--- src/inc/pwm_timer_regs.svh ---
// Register map, field positions and reset values of the PWM timer
`ifndef PWM_TIMER_REGS_SVH
`define PWM_TIMER_REGS_SVH

`define PT_NUM_MATCH      7
`define PT_NUM_OUT        6
`define PT_NUM_CAP        2
`define PT_WORD_BYTES     4
`define PT_ADDR_W         7

`define PT_OFF_INT_STAT   7'h00
`define PT_OFF_TMR_CTRL   7'h04
`define PT_OFF_COUNT      7'h08
`define PT_OFF_PRE_LIM    7'h0c
`define PT_OFF_PRE_CNT    7'h10
`define PT_OFF_MATCH_CTRL 7'h14
`define PT_OFF_MATCH0     7'h18
`define PT_OFF_CAP_CTRL   7'h34
`define PT_OFF_CAP0       7'h38
`define PT_OFF_CNT_CTRL   7'h40
`define PT_OFF_PWM_CTRL   7'h44
`define PT_OFF_RELEASE    7'h48
`define PT_OFF_INT_MASK   7'h4c

`define PT_CTRL_EN        0
`define PT_CTRL_RST       1
`define PT_CTRL_PWM       3
`define PT_CTRL_W         4

`define PT_MC_INT         0
`define PT_MC_RST         1
`define PT_MC_STOP        2
`define PT_MC_W           3

`define PT_CC_RISE        0
`define PT_CC_FALL        1
`define PT_CC_INT         2
`define PT_CC_W           3

`define PT_CNT_SEL        2
`define PT_CNT_W          3
`define PT_PWM_EN_LSB     8
`define PT_PWM_W          15
`define PT_INT_CAP_LSB    8
`define PT_INT_W          10

`define PT_RST_WORD       32'h0000_0000
`define PT_ONE_WORD       32'h0000_0001

`endif

--- src/inc/pwm_timer_pkg.sv ---
// Types shared by the PWM timer design files
package pwm_timer_pkg;
    typedef logic [31:0] word_t;
    typedef enum logic [1:0] {
        CNT_TIMER,
        CNT_RISE,
        CNT_FALL,
        CNT_BOTH
    } count_mode_t;
endpackage

--- src/hdl/cap_edge_detect.sv ---
// Capture pin synchroniser and edge detector
`timescale 1ns/1ps
`include "pwm_timer_regs.svh"
module cap_edge_detect
    import pwm_timer_pkg::*;
(
    input  wire logic                   clk_i,
    input  wire logic                   nrst_i,
    input  wire logic [`PT_NUM_CAP-1:0] pin_i,
    output logic      [`PT_NUM_CAP-1:0] rise_o,
    output logic      [`PT_NUM_CAP-1:0] fall_o
);
    logic [`PT_NUM_CAP-1:0] meta_r;
    logic [`PT_NUM_CAP-1:0] sync_r;
    logic [`PT_NUM_CAP-1:0] last_r;
    logic [`PT_NUM_CAP-1:0] rise_nxt;
    logic [`PT_NUM_CAP-1:0] fall_nxt;
    logic [`PT_NUM_CAP-1:0] rise_r;
    logic [`PT_NUM_CAP-1:0] fall_r;

    // Edges come only from the second and third stages
    always_comb begin
        rise_nxt = sync_r & ~last_r;
        fall_nxt = ~sync_r & last_r;
    end

    always_ff @(posedge clk_i) begin
        if (!nrst_i) begin
            meta_r <= '0;
            sync_r <= '0;
            last_r <= '0;
            rise_r <= '0;
            fall_r <= '0;
        end else begin
            meta_r <= pin_i;
            sync_r <= meta_r;
            last_r <= sync_r;
            rise_r <= rise_nxt;
            fall_r <= fall_nxt;
        end
    end

    assign rise_o = rise_r;
    assign fall_o = fall_r;
endmodule

--- src/hdl/pwm_timer.sv ---
// Multi-output PWM timer with Avalon-MM register slave
// Function
// - Seven match registers serve six single-edge or three double-edge outputs.
// - Match on cycle_period_match resets the count, setting the shared period.
// - A single-edge output falls on its own one extra match register.
// - Every single-edge output rises when cycle_period_match matches.
// - A single-edge output programmed constantly low never rises.
// - A double-edge output rises on one match and falls on another.
// - Rise before fall gives a positive pulse, else a negative pulse.
// - Period and width take any count; all outputs share one rate.
// - Released match values take effect only at the cycle boundary.
// - Each match may keep counting, stop or reset, with optional interrupt.
// - Count clock cycles, or transitions on a selected capture input.
// - With PWM off it is a plain timer with 32-bit prescaler, outputs low.
// - A capture input transition copies the count, optional interrupt.
`timescale 1ns/1ps
`include "pwm_timer_regs.svh"
module pwm_timer
    import pwm_timer_pkg::*;
(
    input  wire logic                   clk_i,
    input  wire logic                   nrst_i,
    input  wire logic [`PT_ADDR_W-1:0]  avs_address_i,
    input  wire logic                   avs_read_i,
    input  wire logic                   avs_write_i,
    input  wire logic [31:0]            avs_writedata_i,
    input  wire logic [3:0]             avs_byteenable_i,
    output logic      [31:0]            avs_readdata_o,
    output logic                        avs_waitrequest_o,
    input  wire logic [`PT_NUM_CAP-1:0] cap_pin_i,
    output logic      [`PT_NUM_OUT-1:0] pwm_o,
    output logic                        irq_o
);
    logic                                   ack_r, ack_nxt;
    word_t                                  rdata_r, rdata_nxt;
    logic [`PT_CTRL_W-1:0]                  tmr_ctrl_r, tmr_ctrl_nxt;
    word_t                                  tc_r, tc_nxt;
    word_t                                  pc_r, pc_nxt;
    word_t                                  pre_lim_r, pre_lim_nxt;
    logic [`PT_NUM_MATCH*`PT_MC_W-1:0]      mctrl_r, mctrl_nxt;
    word_t                                  shadow_r [`PT_NUM_MATCH];
    word_t                                  shadow_nxt [`PT_NUM_MATCH];
    word_t                                  active_r [`PT_NUM_MATCH];
    word_t                                  active_nxt [`PT_NUM_MATCH];
    logic [`PT_NUM_MATCH-1:0]               release_r, release_nxt;
    logic [`PT_NUM_CAP*`PT_CC_W-1:0]        cctrl_r, cctrl_nxt;
    word_t                                  cap_r [`PT_NUM_CAP];
    word_t                                  cap_nxt [`PT_NUM_CAP];
    logic [`PT_CNT_W-1:0]                   cnt_ctrl_r, cnt_ctrl_nxt;
    logic [`PT_PWM_W-1:0]                   pwm_ctrl_r, pwm_ctrl_nxt;
    logic [`PT_INT_W-1:0]                   int_stat_r, int_stat_nxt;
    logic [`PT_INT_W-1:0]                   int_mask_r, int_mask_nxt;
    logic [`PT_NUM_OUT-1:0]                 pwm_r, pwm_nxt;

    logic [`PT_NUM_CAP-1:0]                 cap_rise, cap_fall, cap_ev;
    logic [`PT_NUM_MATCH-1:0]               hit;
    logic                                   wr, rd_go, pwm_en, run;
    logic                                   cnt_evt, tick, do_reset, do_stop;
    logic                                   sel_edge_r, sel_edge_f;
    word_t                                  rd_val;
    count_mode_t                            mode;

    cap_edge_detect i_cap_edge_detect (
        .clk_i  (clk_i),
        .nrst_i (nrst_i),
        .pin_i  (cap_pin_i),
        .rise_o (cap_rise),
        .fall_o (cap_fall)
    );

    function automatic logic [`PT_ADDR_W-1:0] match_addr(input int i);
        match_addr = `PT_OFF_MATCH0 + `PT_ADDR_W'(`PT_WORD_BYTES * i);
    endfunction

    function automatic logic [`PT_ADDR_W-1:0] cap_addr(input int i);
        cap_addr = `PT_OFF_CAP0 + `PT_ADDR_W'(`PT_WORD_BYTES * i);
    endfunction

    function automatic word_t merge(input word_t old, input word_t nw,
                                    input logic [3:0] be);
        for (int b = 0; b < 4; b++) begin
            merge[b*8 +: 8] = be[b] ? nw[b*8 +: 8] : old[b*8 +: 8];
        end
    endfunction

    // Bus: one wait cycle, so writes land and reads answer on the 2nd edge
    always_comb begin
        wr        = avs_write_i & ack_r;
        rd_go     = avs_read_i & ~ack_r;
        ack_nxt   = (avs_read_i | avs_write_i) & ~ack_r;
        rd_val    = `PT_RST_WORD;
        case (avs_address_i)
            `PT_OFF_INT_STAT:   rd_val[`PT_INT_W-1:0] = int_stat_r;
            `PT_OFF_TMR_CTRL:   rd_val[`PT_CTRL_W-1:0] = tmr_ctrl_r;
            `PT_OFF_COUNT:      rd_val = tc_r;
            `PT_OFF_PRE_LIM:    rd_val = pre_lim_r;
            `PT_OFF_PRE_CNT:    rd_val = pc_r;
            `PT_OFF_MATCH_CTRL: rd_val[`PT_NUM_MATCH*`PT_MC_W-1:0] = mctrl_r;
            `PT_OFF_CAP_CTRL:   rd_val[`PT_NUM_CAP*`PT_CC_W-1:0] = cctrl_r;
            `PT_OFF_CNT_CTRL:   rd_val[`PT_CNT_W-1:0] = cnt_ctrl_r;
            `PT_OFF_PWM_CTRL:   rd_val[`PT_PWM_W-1:0] = pwm_ctrl_r;
            `PT_OFF_RELEASE:    rd_val[`PT_NUM_MATCH-1:0] = release_r;
            `PT_OFF_INT_MASK:   rd_val[`PT_INT_W-1:0] = int_mask_r;
            default:            rd_val = `PT_RST_WORD;
        endcase
        for (int i = 0; i < `PT_NUM_MATCH; i++) begin
            if (avs_address_i == match_addr(i)) begin
                rd_val = shadow_r[i];
            end
        end
        for (int c = 0; c < `PT_NUM_CAP; c++) begin
            if (avs_address_i == cap_addr(c)) begin
                rd_val = cap_r[c];
            end
        end
        rdata_nxt = rd_go ? rd_val : rdata_r;
    end

    // Counting source, prescaler and match decisions
    always_comb begin
        pwm_en     = tmr_ctrl_r[`PT_CTRL_PWM];
        run        = tmr_ctrl_r[`PT_CTRL_EN] & ~tmr_ctrl_r[`PT_CTRL_RST];
        mode       = count_mode_t'(cnt_ctrl_r[1:0]);
        sel_edge_r = cap_rise[cnt_ctrl_r[`PT_CNT_SEL]];
        sel_edge_f = cap_fall[cnt_ctrl_r[`PT_CNT_SEL]];
        case (mode)
            CNT_TIMER: cnt_evt = 1'b1;
            CNT_RISE:  cnt_evt = sel_edge_r;
            CNT_FALL:  cnt_evt = sel_edge_f;
            CNT_BOTH:  cnt_evt = sel_edge_r | sel_edge_f;
            default:   cnt_evt = 1'b0;
        endcase
        tick     = run & cnt_evt & (pc_r == pre_lim_r);
        do_reset = pwm_en & 1'b0;
        do_stop  = 1'b0;
        for (int i = 0; i < `PT_NUM_MATCH; i++) begin
            hit[i] = tick & (tc_r == active_r[i]);
            do_reset = do_reset | (hit[i] & mctrl_r[i*`PT_MC_W+`PT_MC_RST]);
            do_stop  = do_stop | (hit[i] & mctrl_r[i*`PT_MC_W+`PT_MC_STOP]);
        end
        do_reset = do_reset | (pwm_en & hit[0]);
    end

    // Timer, prescaler and control registers
    always_comb begin
        tmr_ctrl_nxt = tmr_ctrl_r;
        pre_lim_nxt  = pre_lim_r;
        mctrl_nxt    = mctrl_r;
        cctrl_nxt    = cctrl_r;
        cnt_ctrl_nxt = cnt_ctrl_r;
        pwm_ctrl_nxt = pwm_ctrl_r;
        int_mask_nxt = int_mask_r;
        pc_nxt       = pc_r;
        tc_nxt       = tc_r;
        if (run & cnt_evt) begin
            pc_nxt = (pc_r == pre_lim_r) ? `PT_RST_WORD : pc_r + `PT_ONE_WORD;
        end
        if (tick) begin
            tc_nxt = do_reset ? `PT_RST_WORD : tc_r + `PT_ONE_WORD;
        end
        if (tmr_ctrl_r[`PT_CTRL_RST]) begin
            tc_nxt = `PT_RST_WORD;
            pc_nxt = `PT_RST_WORD;
        end
        if (do_stop) begin
            tmr_ctrl_nxt[`PT_CTRL_EN] = 1'b0;
        end
        if (wr) begin
            case (avs_address_i)
                `PT_OFF_TMR_CTRL: tmr_ctrl_nxt = `PT_CTRL_W'(
                    merge(word_t'(tmr_ctrl_r), avs_writedata_i,
                          avs_byteenable_i));
                `PT_OFF_COUNT:    tc_nxt = merge(tc_r, avs_writedata_i,
                                                 avs_byteenable_i);
                `PT_OFF_PRE_LIM:  pre_lim_nxt = merge(pre_lim_r,
                                      avs_writedata_i, avs_byteenable_i);
                `PT_OFF_PRE_CNT:  pc_nxt = merge(pc_r, avs_writedata_i,
                                                 avs_byteenable_i);
                `PT_OFF_MATCH_CTRL: mctrl_nxt =
                    (`PT_NUM_MATCH*`PT_MC_W)'(merge(word_t'(mctrl_r),
                          avs_writedata_i, avs_byteenable_i));
                `PT_OFF_CAP_CTRL: cctrl_nxt =
                    (`PT_NUM_CAP*`PT_CC_W)'(merge(word_t'(cctrl_r),
                          avs_writedata_i, avs_byteenable_i));
                `PT_OFF_CNT_CTRL: cnt_ctrl_nxt = `PT_CNT_W'(
                    merge(word_t'(cnt_ctrl_r), avs_writedata_i,
                          avs_byteenable_i));
                `PT_OFF_PWM_CTRL: pwm_ctrl_nxt = `PT_PWM_W'(
                    merge(word_t'(pwm_ctrl_r), avs_writedata_i,
                          avs_byteenable_i));
                `PT_OFF_INT_MASK: int_mask_nxt = `PT_INT_W'(
                    merge(word_t'(int_mask_r), avs_writedata_i,
                          avs_byteenable_i));
                default: ;
            endcase
        end
    end

    // Match shadows, release and capture; set always beats clear
    always_comb begin
        int_stat_nxt = int_stat_r;
        if (wr && avs_address_i == `PT_OFF_INT_STAT) begin
            int_stat_nxt = int_stat_r & ~avs_writedata_i[`PT_INT_W-1:0];
        end
        release_nxt = release_r;
        for (int i = 0; i < `PT_NUM_MATCH; i++) begin
            shadow_nxt[i] = shadow_r[i];
            active_nxt[i] = active_r[i];
            // Mid-cycle writes would glitch outputs, so wait for the wrap
            if (!pwm_en || (hit[0] && release_r[i])) begin
                active_nxt[i]  = shadow_r[i];
                release_nxt[i] = 1'b0;
            end
            if (wr && avs_address_i == match_addr(i)) begin
                shadow_nxt[i] = merge(shadow_r[i], avs_writedata_i,
                                      avs_byteenable_i);
            end
            if (hit[i] && mctrl_r[i*`PT_MC_W+`PT_MC_INT]) begin
                int_stat_nxt[i] = 1'b1;
            end
        end
        if (wr && avs_address_i == `PT_OFF_RELEASE) begin
            release_nxt = release_nxt | avs_writedata_i[`PT_NUM_MATCH-1:0];
        end
        for (int c = 0; c < `PT_NUM_CAP; c++) begin
            cap_ev[c] = (cap_rise[c] & cctrl_r[c*`PT_CC_W+`PT_CC_RISE]) |
                        (cap_fall[c] & cctrl_r[c*`PT_CC_W+`PT_CC_FALL]);
            cap_nxt[c] = cap_ev[c] ? tc_r : cap_r[c];
            if (cap_ev[c] && cctrl_r[c*`PT_CC_W+`PT_CC_INT]) begin
                int_stat_nxt[`PT_INT_CAP_LSB+c] = 1'b1;
            end
        end
    end

    // Outputs: output k clears on match k+1, sets on match 0 or match k
    always_comb begin
        for (int k = 0; k < `PT_NUM_OUT; k++) begin
            pwm_nxt[k] = pwm_r[k];
            if (k > 0 && pwm_ctrl_r[k+1]) begin
                if (hit[k]) pwm_nxt[k] = 1'b1;
            end else if (hit[0]) begin
                pwm_nxt[k] = 1'b1;
            end
            if (hit[k+1]) pwm_nxt[k] = 1'b0;
            if (!pwm_en || !pwm_ctrl_r[`PT_PWM_EN_LSB+k+1]) begin
                pwm_nxt[k] = 1'b0;
            end
        end
    end

    always_ff @(posedge clk_i) begin
        if (!nrst_i) begin
            ack_r      <= 1'b0;
            rdata_r    <= `PT_RST_WORD;
            tmr_ctrl_r <= '0;
            tc_r       <= `PT_RST_WORD;
            pc_r       <= `PT_RST_WORD;
            pre_lim_r  <= `PT_RST_WORD;
            mctrl_r    <= '0;
            release_r  <= '0;
            cctrl_r    <= '0;
            cnt_ctrl_r <= '0;
            pwm_ctrl_r <= '0;
            int_stat_r <= '0;
            int_mask_r <= '0;
            pwm_r      <= '0;
            for (int i = 0; i < `PT_NUM_MATCH; i++) begin
                shadow_r[i] <= `PT_RST_WORD;
                active_r[i] <= `PT_RST_WORD;
            end
            for (int c = 0; c < `PT_NUM_CAP; c++) begin
                cap_r[c] <= `PT_RST_WORD;
            end
        end else begin
            ack_r      <= ack_nxt;
            rdata_r    <= rdata_nxt;
            tmr_ctrl_r <= tmr_ctrl_nxt;
            tc_r       <= tc_nxt;
            pc_r       <= pc_nxt;
            pre_lim_r  <= pre_lim_nxt;
            mctrl_r    <= mctrl_nxt;
            release_r  <= release_nxt;
            cctrl_r    <= cctrl_nxt;
            cnt_ctrl_r <= cnt_ctrl_nxt;
            pwm_ctrl_r <= pwm_ctrl_nxt;
            int_stat_r <= int_stat_nxt;
            int_mask_r <= int_mask_nxt;
            pwm_r      <= pwm_nxt;
            shadow_r   <= shadow_nxt;
            active_r   <= active_nxt;
            cap_r      <= cap_nxt;
        end
    end

    assign avs_waitrequest_o = (avs_read_i | avs_write_i) & ~ack_r;
    assign avs_readdata_o    = rdata_r;
    assign pwm_o             = pwm_r;
    assign irq_o             = |(int_stat_r & int_mask_r);
endmodule

--- config.mk ---
export PLATFORM = sky130hd
export DESIGN_NAME = pwm_timer
export DESIGN_NICKNAME = d
export VERILOG_FILES = /design/src/inc/pwm_timer_pkg.sv /design/src/hdl/cap_edge_detect.sv /design/src/hdl/pwm_timer.sv
export VERILOG_INCLUDE_DIRS = /design/src /design/src/inc
export SDC_FILE = /design/constraint.sdc
export NUM_CORES = 2
export LEC_CHECK = 0
export ABC_CLOCK_PERIOD_IN_PS = 2300
export BUFFER_PORTS_ARGS = -buffer_cell sky130_fd_sc_hd__buf_2
export CAP_MARGIN = 30
export CORE_MARGIN = 4
export CORE_UTILIZATION = 30
export CTS_CLUSTER_SIZE = 28
export DETAILED_ROUTE_END_ITERATION = 16
export SYNTH_ARGS = -nofsm -noshare
export SYNTH_HDL_FRONTEND = slang
export SYNTH_SLANG_ARGS = --single-unit
export TNS_END_PERCENT = 100
--- constraint.sdc ---
create_clock -name clk_i -period 2.3 [get_ports clk_i]
set_input_delay 0.115 -clock clk_i [delete_from_list [all_inputs] [get_ports clk_i]]
set_output_delay 0.115 -clock clk_i [all_outputs]
set_load 0.1 [all_outputs]
==> reports/metrics.cfg <==
[sta]
fin_setup_tns_ns=-122.36
fin_worst_skew_ns=0.0392
rsz0062_at_grt=true
setup_slack_ns=-0.576
maxSlewHeadroom_pct=40.6
hold_viol=0
slew_viol_final=0
fin_crit_ns=2.88
setup_viol=311
finalCritPeriodShare_pct=125
tightest_slew_ns=0.892
fmax_mhz=348

[grt]
gr-max-usage-layer=met2
grt_max_degree=110
grt_pass1_vias=33707
met3_usage_pct=7.93
antenna_found_initial=11
grt-ovfl-total=0
grt.met1_usage_pct=42.3
grt_usage_pct=30.9
met2_usage_pct=44.1
grt_pass1_wl_mm=267

[clock_tree]
numCtsBuffers=82
cts.htree.levels=3
cts.sinks=733
clockBufferDepth=3
path_clk_slew_ns=0.06
tritoncts=done
clkLatencyLatePin_ns=0.68
clockRootBuffer=clkbuf_16

[worst_setup_path]
critPathKind=flop to flop
r2r_slack_ns=-0.58
worstSetupStartpoint=pre_lim_r[18]
worst_setup_path_start_kind=flop
rr_startpoint=pre_lim_r[18]
ff2ff_path_depth=11
cp.arrival_ns=3.42
cp_max_fo=3
endpoint_kind=flop
worstPathRequired_ns=2.84
r2r_end=tmr_ctrl_r[0]

[power]
peakVddDrop_v=0.000601
leakagePower_nw=18.7
seqPwrFrac_pct=44.2
switching_share_pct=25.4
p_int_w=0.0215
powerDensity_nw_per_um2=597
p_switching_w=0.00733
combPwrFrac_pct=5.9
clkPwrFrac_pct=49.9

[worst_hold_path]
min_from=avs_writedata_i[8]
hold_depth=4
hold_path_end=pre_lim_r[8]
hp-class=primary input to flop

[placement]
dp_hpwl_mm=145
placedInstanceArea_sq_um=41800
gp_congestion=1.05
place_inst=6226
port_buffers=88

[status]
status=complete, but fails checks
violations=negative setup slack

[synthesis]
syn_area_sq_um=34200
synth-seq-cells=733
synth-edff-count=0
syn_inst=4224
syn_nets=4275
syn_avg_cell_area_sq_um=8.11
yosysSeqAreaShare_pct=42.9
ys_async_sr_fraction_pct=0
synth_ff_type=dfxtp_1
ys.warnings.count=0
synth_cell_types=85

[finish]
layout.cells.non_filler=6502
utilization_pct=42.8
area_growth_pct=41.1
n_fill_cell=11153
fin_nets=4978
final_area_sq_um=48300
multiInputGateArea_sq_um=20000
drive_gt1_share_pct=28.3
seq_area_sq_um=14800

[detailed_routing]
first_pass_iters=7
final_antenna_net_count=0
routedWlPerCell_microns=30.2
viasPerCell=5.76
vias=37439
drt_iter0_drc=5835
routed_wl_mm=196
drt_drc_violations_left=0

[floorplan]
die_x_microns=346
ios=89
die_y_microns=346
start_util_pct=30.3
std_cell_rows=123
die_area_sq_um=120000
core_area_sq_um=113000

[job]
max_cap_violations=0

## flip-flops by register name, summed over array words and instances (netlist names), 10 cells and up
signal / count
shadow_r: 224
pc_r: 32
cap_r: 64
mctrl_r: 21
avs_readdata_o: 32
active_r: 224
pre_lim_r: 32
int_mask_r: 10
tc_r: 32
int_stat_r: 10
pwm_ctrl_r: 15
## power groups by stage
stage	combinational (W)	sequential, W	clock, W
6_report	0.00171	0.0127	0.0144
5_1_grt	0.00171	0.0127	0.0150
4_1_cts	0.00162	0.0127	0.0144
3_5_place_dp	0.00155	0.0130	0
3_3_place_gp	0.00156	0.0130	0
2_1_floorplan	0.000543	0.0132	0
## critical path: stages, from the launching register on
cell and delay, ns:
dfxtp_2 0.36, xor2_1 0.18, nor4_1 0.27, nand4_1 0.27, buf_4 0.21, or3_4 0.41, buf_8 0.17, nor3_4 0.34
buf_6 0.15, a22o_1 0.12, o32ai_1 0.08, o311a_1 0.15
## synthesized netlist by cell type (19+ instances only)
cell	number	area (sq um)
a211oi_1	25	188
a21oi_1	489	2450
a221oi_1	31	272
a222oi_1	35	350
a22oi_1	66	495
and3_1	40	250
buf_2	91	455
buf_4	19	143
clkbuf_1	212	796
dfxtp_1	733	14700
mux2i_1	258	2580
nand2_1	898	3370
nand3_1	67	335
nand4_1	50	313
nor2_1	414	1550
nor3_1	41	205
nor4_1	57	357
o21ai_0	92	460
o22ai_1	37	231
xnor2_1	72	631
xor2_1	200	1750
## stage by stage
stage / hold WS (ns) / power (W) / setup WS [ns]
finish: 0.0271 / 0.0289 / -0.576
global route: 0.0158 / 0.0294 / -0.606
CTS: 0.000537 / 0.0288 / -0.388
detailed placement: 0.325 / 0.0146 / -0.927
global placement: 0.320 / 0.0146 / -0.939
floorplan: 0.242 / 0.0137 / -0.0456
## metal layers
layer / share of wire [%] / wire [microns]
met1: 40 / 77600
met2: 40 / 79100
met4: 7.2 / 14200
met3: 13 / 25200
met5: 0.023 / 45
## layout by cell type (no fill, tap or decap), types with 13 or more instances in the layout
cell type and n:
a211oi_1 18, a21oi_1 457, a21oi_2 27, a221oi_1 25
a222oi_1 35, a22o_1 14, a22oi_1 53, a22oi_2 14
and3_1 37, buf_12 89, buf_2 89, buf_4 661
buf_6 61, buf_8 15, clkbuf_1 17, clkbuf_16 91
clkbuf_8 18, clkinv_2 14, dfxtp_1 691, dfxtp_2 31
dlygate4sd3_1 34, inv_1 17, mux2i_1 247, nand2_1 883
nand2b_1 13, nand3_1 54, nand4_1 50, nor2_1 394
nor2_2 17, nor3_1 29, nor4_1 31, nor4_2 20
o21ai_0 75, o221ai_1 13, o22ai_1 26, xnor2_1 54
xnor2_2 14, xor2_1 160, xor2_2 36
## worst max path at each step
stage                          to  slack, ns  depth (start not counted)
floorplan            release_r[1]      -0.05                         13
global placement    tmr_ctrl_r[0]      -0.94                         10
detailed placement  tmr_ctrl_r[0]      -0.93                         10
CTS                 tmr_ctrl_r[0]      -0.39                         11
global route        tmr_ctrl_r[0]      -0.61                         11
finish              tmr_ctrl_r[0]      -0.58                         11
## layout make-up
class / count / share of cell area (%)
timing repair buffer: 958 / 17.9
clock inverter: 34 / 1.15
tap: 1500 / 3.89
sequential: 733 / 30.5
clock buffer: 117 / 4.89
antenna: 8 / 0.0414
inverter: 19 / 0.163
multi-input combinational: 3133 / 41.4
## cell families after synthesis
kind of cell,count (synthesis),synth area share [%]
AO/OA/AOI/OAI,942,17.1
adder cells (fa/ha/maj),2,0.0731
multiplexers,263,7.71
flip-flops,733,42.9
AND/OR/NAND/NOR,1654,20.6
XOR/XNOR,272,6.96
buffers and inverters,358,4.68
## repair_timing
| item | 4_1_cts | 5_1_grt |
|---|---|---|
| endpoints found under the setup margin | 313 | 345 |
| cloned | 5 | 8 |
| buffers inserted | 52 | 34 |
| pin swaps | 84 | 134 |
| resized for setup | 224 | 281 |
| hold endpoints to repair | 188 | 0 |
| hold buffers | 34 | 0 |
Power figures use the tool's default switching activity.
